**src/logic/tlic_map.svh**
```systemverilog
// register offsets, field positions, reset values and vectors of the interrupt controller
`ifndef TLIC_MAP_SVH
`define TLIC_MAP_SVH
// ****************************************
// register offsets
// ****************************************
`define TLIC_OFF_ENABLE_LOW 8'hA8
`define TLIC_OFF_PRIO_LOW 8'hB8
`define TLIC_OFF_PENDING 8'hC0
`define TLIC_OFF_ENABLE_HIGH 8'hE8
`define TLIC_OFF_PRIO_HIGH 8'hF8
`define TLIC_OFF_IRQ_STATUS 8'hD8
`define TLIC_OFF_IRQ_MASK 8'hD9
// ****************************************
// field layout
// ****************************************
`define TLIC_GLOBAL_EN_BIT 7
`define TLIC_LOW_MASK 8'h3F
`define TLIC_HIGH_MASK 8'h37
`define TLIC_ENABLE_LOW_MASK 8'hBF
`define TLIC_PEND_MASK 6'h37
`define TLIC_EXT_BASE_SLOT 6
`define TLIC_NMI_SLOT 14
`define TLIC_NUM_SLOTS 15
`define TLIC_STAT_CALL 0
`define TLIC_STAT_NMI 1
`define TLIC_STAT_PREEMPT 2
// ****************************************
// reset values and vectors
// ****************************************
`define TLIC_RST_BYTE 8'h00
`define TLIC_RST_STAT 3'h0
`define TLIC_RST_PEND 6'h00
`define TLIC_RST_VEC 16'h0000
`define TLIC_RST_ACK 15'h0000
`define TLIC_VEC_BASE 16'h0003
`define TLIC_VEC_STEP 16'h0008
`endif

```
**src/logic/tlic_pkg.sv**
```systemverilog
// types shared by the interrupt controller modules
package tlic_pkg;
	typedef enum logic [1:0] {
		ST_IDLE = 2'b00,
		ST_ARB = 2'b01,
		ST_CALL = 2'b11
	} tlic_state_t;
	typedef logic [3:0] tlic_slot_t;
	typedef logic [14:0] tlic_vec_t;
endpackage

```
**src/logic/tlic_core.sv**
```systemverilog
// two-level interrupt controller: pending, enables, priorities, nesting and vectored calls
// ****************************************
// How it works
// - pending bits read one while pending; writing zero clears that bit
// - pending layout: capture 5, motion 4, fault 2, align 1, external two 0
// - pending bits 7 and 6 always read zero
// - pending indication clears itself when its service call is issued
// - two levels only, taken solely from the priority registers
// - non-maskable request has no level and beats every other request
// - low priority register: timers, serial and externals in bits 5..0
// - high priority register: extended sources, bit 3 reserved, 7..6 zero
// - service is pre-empted only by a strictly higher level
// - simultaneous different levels: high level served first
// - equal level: fixed order non-maskable, then slot 0 up to slot 11
// - request to service start takes three to nine clocks
// - service issues a long call to the source's own vector
// - vector is 0003 hex plus eight per slot, non-maskable at 0073
// - global enable low blocks maskable sources; else per-source enables gate
// - extended sources except external two are active-low levels
// ****************************************
`timescale 1ns/1ns
`default_nettype none
`include "tlic_map.svh"
module tlic_core (
	input wire logic clock,
	input wire logic rst_n,
	input wire logic [7:0] reg_addr,
	input wire logic [7:0] reg_wdata,
	input wire logic reg_write,
	input wire logic reg_read,
	output logic [7:0] reg_rdata,
	input wire logic external_request_zero,
	input wire logic timer_zero_overflow,
	input wire logic external_request_one,
	input wire logic timer_one_overflow,
	input wire logic serial_port_request,
	input wire logic timer_two_overflow,
	input wire logic external_request_two_n,
	input wire logic cycle_align_request_n,
	input wire logic fault_request_n,
	input wire logic motion_engine_request_n,
	input wire logic capture_timer_request_n,
	input wire logic nmi_request,
	input wire logic instr_end,
	input wire logic isr_return,
	output logic call_req,
	output logic [15:0] call_vector,
	output tlic_pkg::tlic_vec_t service_ack,
	output logic irq
);
	import tlic_pkg::*;
	typedef struct packed {
		logic [7:0] enable_mask_low;
		logic [7:0] enable_mask_high;
		logic [7:0] priority_select_low;
		logic [7:0] priority_select_high;
		logic [5:0] pending;
		logic nmi_pend;
		logic ext2_prev;
		tlic_state_t state;
		logic act_lo;
		logic act_hi;
		logic act_nmi;
		logic [7:0] rdata;
		logic call;
		logic [15:0] vector;
		tlic_vec_t ack;
		logic [2:0] irq_status;
		logic [2:0] irq_mask;
	} tlic_regs_t;
	tlic_regs_t r_reg;
	tlic_regs_t r_next;
	logic ext2_level;
	logic [5:0] ext_active;
	logic [14:0] req;
	logic [14:0] hi_level;
	logic arb_valid;
	tlic_slot_t arb_slot;
	logic arb_hi;
	logic arb_nmi;
	logic global_en;
	// ****************************************
	// pin synchroniser for external two
	// ****************************************
	// the pin is the only input from outside the clock domain; the other sources
	// come from blocks on this clock and are used as they arrive
	tlic_sync3 u_ext2_sync (
		.clock(clock),
		.rst_n(rst_n),
		.pin_in(external_request_two_n),
		.level_out(ext2_level)
	);
	// ****************************************
	// request vector
	// ****************************************
	// extended events in pending-register order; bit 3 has no source
	// level sources raise their bit on every low cycle, the pin only on a fall,
	// so a pin held low after service does not call a second time
	always_comb begin
		ext_active = 6'h00;
		ext_active[0] = r_reg.ext2_prev && !ext2_level; // falling edge of the pin
		ext_active[1] = !cycle_align_request_n;
		ext_active[2] = !fault_request_n;
		ext_active[4] = !motion_engine_request_n;
		ext_active[5] = !capture_timer_request_n;
	end
	assign global_en = r_reg.enable_mask_low[`TLIC_GLOBAL_EN_BIT];
	// gate every maskable slot, non-maskable always passes
	// masking acts on the request, never on the pending bit, so a masked event
	// is still waiting once software enables it
	always_comb begin
		req = 15'h0000;
		hi_level = 15'h0000;
		req[0] = external_request_zero;
		req[1] = timer_zero_overflow;
		req[2] = external_request_one;
		req[3] = timer_one_overflow;
		req[4] = serial_port_request;
		req[5] = timer_two_overflow;
		req[5:0] = req[5:0] & r_reg.enable_mask_low[5:0] & {6{global_en}};
		req[11:6] = r_reg.pending & r_reg.enable_mask_high[5:0] & {6{global_en}};
		req[`TLIC_NMI_SLOT] = r_reg.nmi_pend;
		hi_level[5:0] = r_reg.priority_select_low[5:0];
		hi_level[11:6] = r_reg.priority_select_high[5:0];
	end
	// ****************************************
	// arbitration
	// ****************************************
	// the arbiter applies nesting and polling order
	// it is purely combinational; the service state machine uses its valid flag in idle and arbitration,
	// and its slot and level only on the cycle that issues the call
	tlic_arbiter u_arbiter (
		.req(req),
		.hi_level(hi_level),
		.act_lo(r_reg.act_lo),
		.act_hi(r_reg.act_hi),
		.act_nmi(r_reg.act_nmi),
		.valid(arb_valid),
		.slot(arb_slot),
		.is_hi(arb_hi),
		.is_nmi(arb_nmi)
	);
	// ****************************************
	// issue decode
	// ****************************************
	// vector and pending index of the current winner, used on the issuing edge
	logic [15:0] win_vector;
	logic [2:0] win_ext_index;
	logic win_is_ext;
	always_comb begin
		win_vector = `TLIC_VEC_BASE + {9'h000, arb_slot, 3'h0};
		win_is_ext = (arb_slot >= 4'(`TLIC_EXT_BASE_SLOT)) && !arb_nmi;
		win_ext_index = 3'(arb_slot - 4'(`TLIC_EXT_BASE_SLOT));
	end
	// ****************************************
	// next state
	// ****************************************
	// one pass over the whole state: bus writes first, then service clears,
	// then hardware sets, so that a set in the same cycle always survives;
	// the same order gives the event flags their set-wins behaviour
	always_comb begin
		r_next = r_reg;
		r_next.rdata = 8'h00;
		r_next.call = 1'b0;
		r_next.ack = 15'h0000;
		r_next.ext2_prev = ext2_level;
		// register writes; unmapped places fall through and change nothing
		if (reg_write) begin
			case (reg_addr)
				// global enable in bit 7, bit 6 has no storage
				`TLIC_OFF_ENABLE_LOW: begin
					r_next.enable_mask_low = reg_wdata & `TLIC_ENABLE_LOW_MASK;
				end
				// extended enables, bit 3 reserved
				`TLIC_OFF_ENABLE_HIGH: begin
					r_next.enable_mask_high = reg_wdata & `TLIC_HIGH_MASK;
				end
				// standard slot levels
				`TLIC_OFF_PRIO_LOW: begin
					r_next.priority_select_low = reg_wdata & `TLIC_LOW_MASK;
				end
				// extended slot levels
				`TLIC_OFF_PRIO_HIGH: begin
					r_next.priority_select_high = reg_wdata & `TLIC_HIGH_MASK;
				end
				// a zero clears, a one leaves the bit as it is
				`TLIC_OFF_PENDING: begin
					r_next.pending = r_reg.pending & reg_wdata[5:0];
				end
				// event flags clear on a one
				`TLIC_OFF_IRQ_STATUS: begin
					r_next.irq_status = r_reg.irq_status & ~reg_wdata[2:0];
				end
				// flags that may drive the interrupt line
				`TLIC_OFF_IRQ_MASK: begin
					r_next.irq_mask = reg_wdata[2:0];
				end
				default: begin
				end
			endcase
		end
		// register reads, data in the following cycle and zero otherwise
		// a write and a read may come on back-to-back cycles, never together
		if (reg_read) begin
			case (reg_addr)
				// bit 6 reads zero as it is never stored
				`TLIC_OFF_ENABLE_LOW: begin
					r_next.rdata = r_reg.enable_mask_low;
				end
				// reserved bits read zero
				`TLIC_OFF_ENABLE_HIGH: begin
					r_next.rdata = r_reg.enable_mask_high;
				end
				// read-only bits read zero
				`TLIC_OFF_PRIO_LOW: begin
					r_next.rdata = r_reg.priority_select_low;
				end
				// reserved and unimplemented bits read zero
				`TLIC_OFF_PRIO_HIGH: begin
					r_next.rdata = r_reg.priority_select_high;
				end
				// pending copy, reserved places forced to zero
				`TLIC_OFF_PENDING: begin
					r_next.rdata = {2'h0, r_reg.pending & `TLIC_PEND_MASK};
				end
				// event flags
				`TLIC_OFF_IRQ_STATUS: begin
					r_next.rdata = {5'h00, r_reg.irq_status};
				end
				// event mask
				`TLIC_OFF_IRQ_MASK: begin
					r_next.rdata = {5'h00, r_reg.irq_mask};
				end
				// an unmapped place reads as zero
				default: begin
					r_next.rdata = 8'h00;
				end
			endcase
		end
		// service state machine
		// idle sees a winner, arbitration waits for the end of an instruction,
		// and the call state gives one quiet cycle before the next decision
		case (r_reg.state)
			ST_IDLE: begin
				if (arb_valid) begin
					r_next.state = ST_ARB;
				end
			end
			ST_ARB: begin
				// winner is re-evaluated until the core reaches an instruction end
				// so a stronger request that arrives meanwhile overtakes the first
				if (!arb_valid) begin
					r_next.state = ST_IDLE;
				end else if (instr_end) begin
					r_next.state = ST_CALL;
					r_next.call = 1'b1;
					r_next.vector = win_vector;
					// the acknowledge tells a standard source to drop its request
					r_next.ack[arb_slot] = 1'b1;
					if (win_is_ext) begin
						r_next.pending[win_ext_index] = 1'b0;
					end
					// open the level of the winner; the non-maskable one is flagged too
					if (arb_nmi) begin
						r_next.nmi_pend = 1'b0;
						r_next.act_nmi = 1'b1;
						r_next.irq_status[`TLIC_STAT_NMI] = 1'b1;
					end else if (arb_hi) begin
						r_next.act_hi = 1'b1;
					end else begin
						r_next.act_lo = 1'b1;
					end
					// a call while a level is open is a nesting step
					if (r_reg.act_lo || r_reg.act_hi) begin
						r_next.irq_status[`TLIC_STAT_PREEMPT] = 1'b1;
					end
					r_next.irq_status[`TLIC_STAT_CALL] = 1'b1;
				end
			end
			ST_CALL: begin
				// one quiet cycle, so calls stand at least three cycles apart
				r_next.state = ST_IDLE;
			end
			default: begin
				r_next.state = ST_IDLE;
			end
		endcase
		// return from service closes the innermost level
		// the level is picked from the state before any call of this cycle,
		// so a call and a return on one edge both take effect
		if (isr_return) begin
			if (r_reg.act_nmi) begin
				r_next.act_nmi = 1'b0;
			end else if (r_reg.act_hi) begin
				r_next.act_hi = 1'b0;
			end else begin
				r_next.act_lo = 1'b0;
			end
		end
		// hardware sets win over software and service clears
		// a level source still low after its service sets its bit again here
		r_next.pending = r_next.pending | ext_active;
		if (nmi_request) begin
			r_next.nmi_pend = 1'b1;
		end
	end
	// ****************************************
	// registers
	// ****************************************
	// synchronous reset; the edge detector starts at the idle-high pin level
	always_ff @(posedge clock) begin
		if (!rst_n) begin
			// software registers
			r_reg.enable_mask_low <= `TLIC_RST_BYTE;
			r_reg.enable_mask_high <= `TLIC_RST_BYTE;
			r_reg.priority_select_low <= `TLIC_RST_BYTE;
			r_reg.priority_select_high <= `TLIC_RST_BYTE;
			r_reg.pending <= `TLIC_RST_PEND;
			r_reg.nmi_pend <= 1'b0;
			r_reg.ext2_prev <= 1'b1;
			// service tracking
			r_reg.state <= ST_IDLE;
			r_reg.act_lo <= 1'b0;
			r_reg.act_hi <= 1'b0;
			r_reg.act_nmi <= 1'b0;
			// registered outputs
			r_reg.rdata <= `TLIC_RST_BYTE;
			r_reg.call <= 1'b0;
			r_reg.vector <= `TLIC_RST_VEC;
			r_reg.ack <= `TLIC_RST_ACK;
			r_reg.irq_status <= `TLIC_RST_STAT;
			r_reg.irq_mask <= `TLIC_RST_STAT;
		end else begin
			r_reg <= r_next;
		end
	end
	// ****************************************
	// outputs
	// ****************************************
	// every output but the interrupt line is a register bit, so the core sees no glitch
	assign reg_rdata = r_reg.rdata;
	assign call_req = r_reg.call;
	assign call_vector = r_reg.vector;
	assign service_ack = r_reg.ack;
	assign irq = |(r_reg.irq_status & r_reg.irq_mask); // level interrupt line
endmodule
`default_nettype wire

```
**src/logic/tlic_sync3.sv**
```systemverilog
// three-flop pin synchroniser whose output moves once the last two stages agree
`timescale 1ns/1ns
`default_nettype none
module tlic_sync3 (
	input wire logic clock,
	input wire logic rst_n,
	input wire logic pin_in,
	output logic level_out
);
	import tlic_pkg::*;
	typedef struct packed {
		logic s1;
		logic s2;
		logic s3;
		logic level;
	} tlic_sync_t;
	tlic_sync_t st_reg;
	tlic_sync_t st_next;
	// ****************************************
	// next state
	// ****************************************
	always_comb begin
		st_next = st_reg;
		st_next.s1 = pin_in;
		st_next.s2 = st_reg.s1;
		st_next.s3 = st_reg.s2;
		if (st_reg.s2 == st_reg.s3) begin
			st_next.level = st_reg.s3;
		end
	end
	// registers; pin idles high
	always_ff @(posedge clock) begin
		if (!rst_n) begin
			st_reg <= '{s1: 1'b1, s2: 1'b1, s3: 1'b1, level: 1'b1};
		end else begin
			st_reg <= st_next;
		end
	end
	assign level_out = st_reg.level;
endmodule
`default_nettype wire

```
**src/logic/tlic_arbiter.sv**
```systemverilog
// picks the request to service from levels, nesting state and fixed polling order
`timescale 1ns/1ns
`default_nettype none
`include "tlic_map.svh"
module tlic_arbiter (
	input wire logic [14:0] req,
	input wire logic [14:0] hi_level,
	input wire logic act_lo,
	input wire logic act_hi,
	input wire logic act_nmi,
	output logic valid,
	output tlic_pkg::tlic_slot_t slot,
	output logic is_hi,
	output logic is_nmi
);
	import tlic_pkg::*;
	// ****************************************
	// selection
	// ****************************************
	always_comb begin
		valid = 1'b0;
		slot = '0;
		is_hi = 1'b0;
		is_nmi = 1'b0;
		// lowest slot number wins inside a level
		if (!act_hi && !act_nmi) begin
			for (int i = 13; i >= 0; i--) begin
				if (req[i] && hi_level[i]) begin
					valid = 1'b1;
					slot = 4'(i);
					is_hi = 1'b1;
				end
			end
		end
		// low level only when nothing is in service and no high request
		if (!valid && !act_lo && !act_hi && !act_nmi) begin
			for (int i = 13; i >= 0; i--) begin
				if (req[i] && !hi_level[i]) begin
					valid = 1'b1;
					slot = 4'(i);
				end
			end
		end
		// non-maskable beats everything
		if (req[`TLIC_NMI_SLOT] && !act_nmi) begin
			valid = 1'b1;
			slot = 4'(`TLIC_NMI_SLOT);
			is_hi = 1'b0;
			is_nmi = 1'b1;
		end
	end
endmodule
`default_nettype wire

```
**config.mk**
```make
export PLATFORM = sky130hd
export DESIGN_NAME = tlic_core
export DESIGN_NICKNAME = d
export VERILOG_FILES = /design/src/logic/tlic_pkg.sv /design/src/logic/tlic_core.sv /design/src/logic/tlic_sync3.sv /design/src/logic/tlic_arbiter.sv
export VERILOG_INCLUDE_DIRS = /design/src /design/src/logic
export SDC_FILE = /design/constraint.sdc
export NUM_CORES = 1
export LEC_CHECK = 0
export ABC_AREA = 1
export BUFFER_PORTS_ARGS = -buffer_cell sky130_fd_sc_hd__buf_2
export CAP_MARGIN = 20
export CORE_ASPECT_RATIO = 0.5
export CORE_UTILIZATION = 35
export DETAILED_ROUTE_END_ITERATION = 10
export PLACE_DENSITY_LB_ADDON = 0.3
export SLEW_MARGIN = 20
export SYNTH_ARGS = -nofsm -noshare
export SYNTH_HDL_FRONTEND = slang
export SYNTH_SLANG_ARGS = --single-unit
```
**constraint.sdc**
```tcl
create_clock -name clock -period 2.2 [get_ports clock]
set_input_delay 0.66 -clock clock [delete_from_list [all_inputs] [get_ports clock]]
set_output_delay 0.66 -clock clock [all_outputs]
set_load 0.02 [all_outputs]
```
* Word level (Yosys, flattened, before mapping) *
Index checks and enable logic that the tools add are counted.

storage, ports and cells
  register bits after elaboration = 78
  input port bits = 34
  output and inout port bits = 41
  word-level logic and storage cells = 210

cells by class
  $add $sub $neg = 2
  order comparisons = 5
  equality and inequality tests = 11
  mux-type cells = 90
  bitwise operators = 11
  reduce and logical (&&, ||, !) cells = 70

operator list
  cell                 number
  $mux 4               26
  $eq 8x8->1 const B   7
  $pmux 8 s7           1
  $mux 1               40
  $and 6x6->6          6
  $mux 35              1
  $logic_and 1x1->1    31
  $mux 6               4
  $logic_not 1->1      21
  $mux 3               7
  $mux 7               3
  $reduce_and 2->1     7
  $add 2x7->8 const A  1
  $mux 2               4
  $reduce_and 4->1     2
  $reduce_bool 2->1    4
  $and 3x3->3          2
  $not 6->6            1
  $or 6x6->6           1
  $reduce_and 3->1     2
  $lt 4x5->1 const B   1
  $mux 5               1
  $demux 1 s4          1
  $ge 4x1->1 const B   1
  14 further kinds     14

* Depth between registers and ports, before layout *
  word-level depth = 41
  mapped depth = 27
  mapped depth without buffers = 27

* Modules after synthesis *
A second synthesis with hierarchy kept.

second synthesis, totals
  cell total of the unflattened synthesis = 610
  area, all modules = 4053.9 µm²

by module, submodules not included
  module        instances  cells each  area each (µm²)  seq. area each (µm²)
  tlic_core     1          458         3334.4           1381.3
  tlic_arbiter  1          135         585.6            0.0
  tlic_sync3    1          17          133.9            80.1

* Least setup slack after synthesis *
Ideal clock, no wire load.

  kind = in2reg
  start = input port serial_port_request
  end = register r_reg[58] (netlist name)
  library setup time = 0.134 ns
  data arrival time = 2.071 ns
  required time = 2.066 ns
  path slack = -0.005 ns
  stages on the path = 14
  buffers on the path = 0
  path through = nand3_2 -> nor2_1 -> nor2_1 -> nand2_1 -> inv_2 -> nand4_2 -> nor3_4 -> inv_2 -> o311ai_4 -> nand2_1 -> inv_2 -> nand2_1 -> o21ai_1 -> a21oi_1

on the way
  cells in the longest elaborated chain, start to end = 35
  elaborated cells on any way between the ends = 63
  those cells by class = add/sub (1); order compare (3); mux (46); bitwise (5); reduce/logical (8)

ends and longest elaborated chain
  item                           RTL line            text
  start, declared                tlic_core.sv:36     input wire logic serial_port_request,
  $and 6x6->6 (*) (2 in series)  tlic_core.sv:120    req[5:0] = req[5:0] & r_reg.enable_mask_low[5:0] & {6{global_en}};
  $logic_and 1x1->1              tlic_arbiter.sv:28  if (req[i] && hi_level[i]) begin
  $mux 4 (5 in series)           tlic_arbiter.sv:28
  $mux 4                         tlic_arbiter.sv:26  if (!act_hi && !act_nmi) begin
  $mux 4 (12 in series)          tlic_arbiter.sv:38  if (req[i] && !hi_level[i]) begin
  $mux 4                         tlic_arbiter.sv:36  if (!valid && !act_lo && !act_hi && !act_nmi) begin
  $mux 4                         tlic_arbiter.sv:45  if (req[`TLIC_NMI_SLOT] && !act_nmi) begin
  $sub 3x3->3                    tlic_core.sv:153    win_ext_index = 3'(arb_slot - 4'(`TLIC_EXT_BASE_SLOT));
  [... 3 more ...]               -
  $demux 1 s3                    tlic_core.sv:261    r_next.pending[win_ext_index] = 1'b0;
  $not 6->6 (no line)            -
  $and 6x6->6 (no line)          -
  $mux 6                         tlic_core.sv:260    if (win_is_ext) begin
  $mux 7                         tlic_core.sv:254    end else if (instr_end) begin
  $mux 7 (*)                     tlic_core.sv:252    if (!arb_valid) begin
  $mux 7 (*)                     tlic_core.sv:243    case (r_reg.state)
  $or 6x6->6 (*)                 tlic_core.sv:302    r_next.pending = r_next.pending | ext_active;
  end signal, assigned           tlic_core.sv:334    r_reg <= r_next;
  end, declared                  tlic_core.sv:71     tlic_regs_t r_reg;

Every way passes the cells marked *; elsewhere a longest branch is shown, timed or not. The select of a mux whose other input is x is not followed.
A chain may end at the register's enable or synchronous reset.

* Final worst setup path *
  start = register r_reg, in the netlist global_en
  end = register r_reg, in the netlist service_ack[8]

on the way
  cells in the longest elaborated chain, start to end = 32
  elaborated cells on any way between the ends = 86
  those cells by class = order compare (2); mux (54); bitwise (2); reduce/logical (28)

ends and longest elaborated chain
  item                                                            RTL line            text
  $and 6x6->6                                                     tlic_core.sv:121    req[11:6] = r_reg.pending & r_reg.enable_mask_high[5:0] & {6{global_en}};
  $logic_and 1x1->1                                               tlic_arbiter.sv:28
  $mux 4 (11 in series)                                           tlic_arbiter.sv:28
  $mux 4                                                          tlic_arbiter.sv:26
  $mux 4 (12 in series)                                           tlic_arbiter.sv:38
  $mux 4                                                          tlic_arbiter.sv:36
  $mux 4                                                          tlic_arbiter.sv:45
  $lt 4x5->1 (not written as such) or $ge 4x1->1 (tied branches)  tlic_core.sv:259    r_next.ack[arb_slot] = 1'b1;
  $logic_and 1x1->1 (not written as such)                         tlic_core.sv:259
  $mux 1 (not written as such)                                    tlic_core.sv:259
  $demux 1 s4                                                     tlic_core.sv:259

Parallel ways exist; a longest one is shown, timed or not.

==> impl_results.html <==
<table>
<tr><th>Metric</th><th>Value</th></tr>
<tr><th colspan="2">Drt</th></tr>
<tr><td>Remaining antenna violation count after routing</td><td>0</td></tr>
<tr><td>Average wire length per cell after detail routing</td><td>13.5 microns</td></tr>
<tr><td>DRC violation total after the first TritonRoute iteration</td><td>288</td></tr>
<tr><td>Wire length after detailed routing</td><td>9970 microns</td></tr>
<tr><td>Vias</td><td>3,466</td></tr>
<tr><td>Drt pass-1 iters</td><td>5</td></tr>
<tr><td>DR DRC count</td><td>0</td></tr>
<tr><td>Average vias per placed instance</td><td>4.68</td></tr>
<tr><th colspan="2">Clock tree</th></tr>
<tr><td>CTS Sinks</td><td>73</td></tr>
<tr><td>Number of H-tree branching levels</td><td>3</td></tr>
<tr><td>Insertion delay to the later sink of the worst-skew pair</td><td>0.34 ns</td></tr>
<tr><td>Clock-pin slew on the worst setup and hold paths</td><td>0.06 ns</td></tr>
<tr><td>Clk buf depth</td><td>2</td></tr>
<tr><td>TritonCTS clock tree</td><td>done</td></tr>
<tr><td>Total CTS buffers</td><td>9</td></tr>
<tr><td>Cts-stage hold buffer count</td><td>0</td></tr>
<tr><td>Clock root buffer master</td><td>sky130_fd_sc_hd__clkbuf_16</td></tr>
<tr><th colspan="2">Synth</th></tr>
<tr><td>Post-Syn Instances</td><td>roughly 500</td></tr>
<tr><td>Sequential fraction of the synthesis area</td><td>~40%</td></tr>
<tr><td>Proportion of register bits with asynchronous set or reset after synthesis</td><td>0%</td></tr>
<tr><td>Mapped cell area</td><td>about 3600 sq um</td></tr>
<tr><td>Number of library cell types mapped by synthesis</td><td>39</td></tr>
<tr><td>Most instantiated flip-flop cell in the synthesis netlist</td><td>sky130_fd_sc_hd__dfxtp_1</td></tr>
<tr><td>Post-synthesis average cell area</td><td>7.24 sq um</td></tr>
<tr><td>Biggest area contributors in the synthesized netlist</td><td>sky130_fd_sc_hd__dfxtp_1 41%, sky130_fd_sc_hd__buf_4 8.1%, sky130_fd_sc_hd__nand2_1 8.0%, sky130_fd_sc_hd__inv_1 7.8%, sky130_fd_sc_hd__nor2_1 6.8%</td></tr>
<tr><td>Largest area contributor in the netlist</td><td>sky130_fd_sc_hd__dfxtp_1</td></tr>
<tr><td>Portion of synthesized cell area occupied by the leading cell type</td><td>between 40% and 50%</td></tr>
<tr><td>Most numerous cell in the Yosys netlist</td><td>sky130_fd_sc_hd__nand2_1</td></tr>
<tr><td>Commonest cells in the synthesized netlist</td><td>77 x sky130_fd_sc_hd__nand2_1, 75 x sky130_fd_sc_hd__inv_1, 73 x sky130_fd_sc_hd__dfxtp_1</td></tr>
<tr><td>Number of warning messages in the yosys log</td><td>0</td></tr>
<tr><td>Flip-flop and latch count after synthesis</td><td>73</td></tr>
<tr><td>Number of enable-type register cells in the synthesized netlist</td><td>0</td></tr>
<tr><th colspan="2">STA</th></tr>
<tr><td>Unrepaired setup endpoints after global routing</td><td>true</td></tr>
<tr><td>Final setup violation count</td><td>17</td></tr>
<tr><td>Rel. slew slack</td><td>61.6%</td></tr>
<tr><td>Time the final worst path needs with I/O delays and setup</td><td>2.32 ns</td></tr>
<tr><td>Layout Skew</td><td>approximately 0.0082 ns</td></tr>
<tr><td>Final clock period utilization by the worst path</td><td>105%</td></tr>
<tr><td>Post-Route Setup TNS</td><td>-1.50 ns</td></tr>
<tr><td>Number of pins exceeding their max-slew limit in the final report</td><td>0</td></tr>
<tr><td>Final worst-path setup slack</td><td>-0.117 ns</td></tr>
<tr><td>Slew at the pin with the worst max-slew slack</td><td>0.575 ns</td></tr>
<tr><td>Fin. Hold Viols</td><td>0</td></tr>
<tr><td>Peak Freq</td><td>432 MHz</td></tr>
<tr><th colspan="2">Power</th></tr>
<tr><td>Worst voltage drop across the vdd grid</td><td>around 0.36 mV</td></tr>
<tr><td>Fraction of power consumed by sequential logic</td><td>between 40% and 50%</td></tr>
<tr><td>Power dissipated by switching net loads</td><td>a little over 0.7 mW</td></tr>
<tr><td>Internal Pwr Total</td><td>2.53 mW</td></tr>
<tr><td>Net switching share of the total power</td><td>22.3%</td></tr>
<tr><td>Portion of total power attributed to the clock network</td><td>51.7%</td></tr>
<tr><td>Leakage power total</td><td>2.20 nW</td></tr>
<tr><td>Portion of total power attributed to combinational logic</td><td>6.9%</td></tr>
<tr><td>Power density over the cells</td><td>677 nW/um^2</td></tr>
<tr><td>Final Total Pwr</td><td>3.26 mW</td></tr>
<tr><th colspan="2">Setup path</th></tr>
<tr><td>Crit path required time</td><td>2.43 ns</td></tr>
<tr><td>Critical path class</td><td>reg2reg</td></tr>
<tr><td>Setup crit start kind</td><td>flop</td></tr>
<tr><td>Worst endpoint data arrival time</td><td>2.55 ns</td></tr>
<tr><td>Top fanout value on the critical path</td><td>8</td></tr>
<tr><td>Critical Path Sink Type</td><td>flop</td></tr>
<tr><th colspan="2">Layout</th></tr>
<tr><td>Antenna diode instance count</td><td>0</td></tr>
<tr><td>Layout cells sized above 1</td><td>33.7%</td></tr>
<tr><td>Layout fillers</td><td>between 900 and 1,000</td></tr>
<tr><td>Post-route non-filler standard cell count</td><td>740</td></tr>
<tr><td>Growth of design area from synthesis to finish</td><td>33.4%</td></tr>
<tr><td>Number of flip-flops under the largest register name</td><td>29</td></tr>
<tr><td>Total number of nets in the final design</td><td>~630</td></tr>
<tr><td>Final Instance Area</td><td>roughly 4800 sq um</td></tr>
<tr><th colspan="2">Global route</th></tr>
<tr><td>Via count of the first global-routing pass</td><td>3,138</td></tr>
<tr><td>Pin count of the biggest net entering global routing</td><td>19</td></tr>
<tr><td>Total gr overflow</td><td>0</td></tr>
<tr><td>GRT Total Usage</td><td>approximately 19%</td></tr>
<tr><td>Antenna violations before repair</td><td>0</td></tr>
<tr><td>First-pass GRT wire length</td><td>approximately 16,000 microns</td></tr>
<tr><th colspan="2">Floorplan</th></tr>
<tr><td>Die X</td><td>146 microns</td></tr>
<tr><td>Initial Utilization</td><td>~37%</td></tr>
<tr><td>Number of top-level pins</td><td>75</td></tr>
<tr><td>Number of core rows</td><td>25</td></tr>
<tr><td>Area of the die</td><td>approximately 11,000 sq um</td></tr>
<tr><td>Placeable core region</td><td>9730 sq um</td></tr>
<tr><td>Die height</td><td>73.8 microns</td></tr>
<tr><th colspan="2">Min path</th></tr>
<tr><td>Worst hold path class</td><td>reg2reg</td></tr>
<tr><th colspan="2">Placed design</th></tr>
<tr><td>Area post-placement</td><td>4200 sq um</td></tr>
<tr><td>Number of buffers added on ports</td><td>62</td></tr>
<tr><td>Pre-CTS WS</td><td>-0.322 ns</td></tr>
<tr><td>Instance count after placement with tap cells included</td><td>713</td></tr>
<tr><td>Post-detailed-placement half-perimeter wirelength</td><td>7510 microns</td></tr>
<tr><td>Final weighted congestion in routability-driven placement</td><td>0.889</td></tr>
<tr><th colspan="2">Run</th></tr>
<tr><td>Max_cap viols</td><td>0</td></tr>
<tr><th colspan="2">Status</th></tr>
<tr><td>Status</td><td>complete, but fails checks</td></tr>
<tr><td>Violated checks</td><td>negative setup slack</td></tr>
</table>
-- routing by layer --
layer	track usage, %	routed length (microns)	up-vias
met2	29.1	4080	125
li1	-	-	1772
met4	6.90	127	0
met5	0	0	-
met3	5.34	721	11
met1	26.5	5040	1558
-- logic make-up (layout without fill, tap and decap cells) --
kind of cell           count (synthesis)  count (layout)  share of synthesized area, %
AND/OR/NAND/NOR                      197             197                          24.9
buffers and inverters                131             225                          17.9
AO/OA/AOI/OAI                         96              96                          16.6
flip-flops                            73              73                          40.5
other                                  1              14                         0.104
-- cells in the final DEF, fill, tap and decap left out, drive strengths merged, types with 13 or more instances in the layout --
master	synthesis	final
a21oi	37	37
buf	40	126
dfxtp	73	73
nand2	80	80
nand3	26	26
o21ai	25	25
conb	1	14
a221oi	13	13
inv	82	83
nor2	68	68
-- path summary, 6_finish.rpt --
path | start | to | slack (ns) | depth (start not counted)
hold reg to reg | r_reg[50] | r_reg[49] | 0.41 | 1
setup / recovery | global_en | service_ack[8] | -0.12 | 25
setup reg to reg | global_en | service_ack[8] | -0.12 | 25
hold / removal | r_reg[50] | r_reg[49] | 0.41 | 1
-- per-stage QoR --
step / hold WS (ns) / util (%)
after floorplan: 0.391 / -
after global placement: 0.398 / 43.1
after detailed placement: 0.401 / 43.1
after CTS: 0.413 / 48.0
after global routing: 0.430 / 49.4
final: 0.412 / 49.4
-- cell type report --
| cell class | instances | area, sq um | area share, % |
|---|---|---|---|
| clock inverter | 7 | 118 | 2.45 |
| tap | 135 | 169 | 3.51 |
| clock buffer | 9 | 225 | 4.68 |
| inverter | 83 | 317 | 6.58 |
| sequential | 73 | 1470 | 30.5 |
| multi-input combinational | 307 | 1690 | 35.2 |
| timing repair buffer | 126 | 825 | 17.1 |
-- power by group through the flow --
stage	Clock, mW	Combinational (mW)	Sequential (mW)
finish	1.68	0.226	1.35
global route	1.77	0.247	1.35
CTS	1.72	0.216	1.35
detailed placement	0	0.201	1.38
global placement	0	0.200	1.38
floorplan	0	0.134	1.38
-- worst max-delay path: stages (launching register included) --
cell,delay (ns)
sky130_fd_sc_hd__dfxtp_4,0.40
sky130_fd_sc_hd__buf_6,0.13
sky130_fd_sc_hd__nand4_1,0.16
sky130_fd_sc_hd__nand2_1,0.11
sky130_fd_sc_hd__nand2_1,0.06
sky130_fd_sc_hd__nand2_1,0.05
sky130_fd_sc_hd__nand2_1,0.07
sky130_fd_sc_hd__nand2_1,0.07
sky130_fd_sc_hd__nand2_1,0.05
sky130_fd_sc_hd__nand2_1,0.07
sky130_fd_sc_hd__nand2_2,0.06
sky130_fd_sc_hd__nand2_1,0.06
sky130_fd_sc_hd__nand2_1,0.04
sky130_fd_sc_hd__nand2_1,0.06
sky130_fd_sc_hd__nand2_1,0.05
sky130_fd_sc_hd__nand2_1,0.06
sky130_fd_sc_hd__nand2_1,0.05
sky130_fd_sc_hd__nand2_1,0.05
sky130_fd_sc_hd__nand2_1,0.06
sky130_fd_sc_hd__nand2_1,0.05
sky130_fd_sc_hd__nand2_1,0.05
sky130_fd_sc_hd__nand2_2,0.07
sky130_fd_sc_hd__nand2_4,0.10
sky130_fd_sc_hd__buf_4,0.17
sky130_fd_sc_hd__nand2_2,0.06
sky130_fd_sc_hd__nor2_1,0.04
-- repair_timing --
action	4_1_cts	5_1_grt
pin swaps	13	12
buffers inserted	6	6
endpoints found under the setup margin	21	23
gates resized for setup	25	30
(Power assumes the default switching activity.)
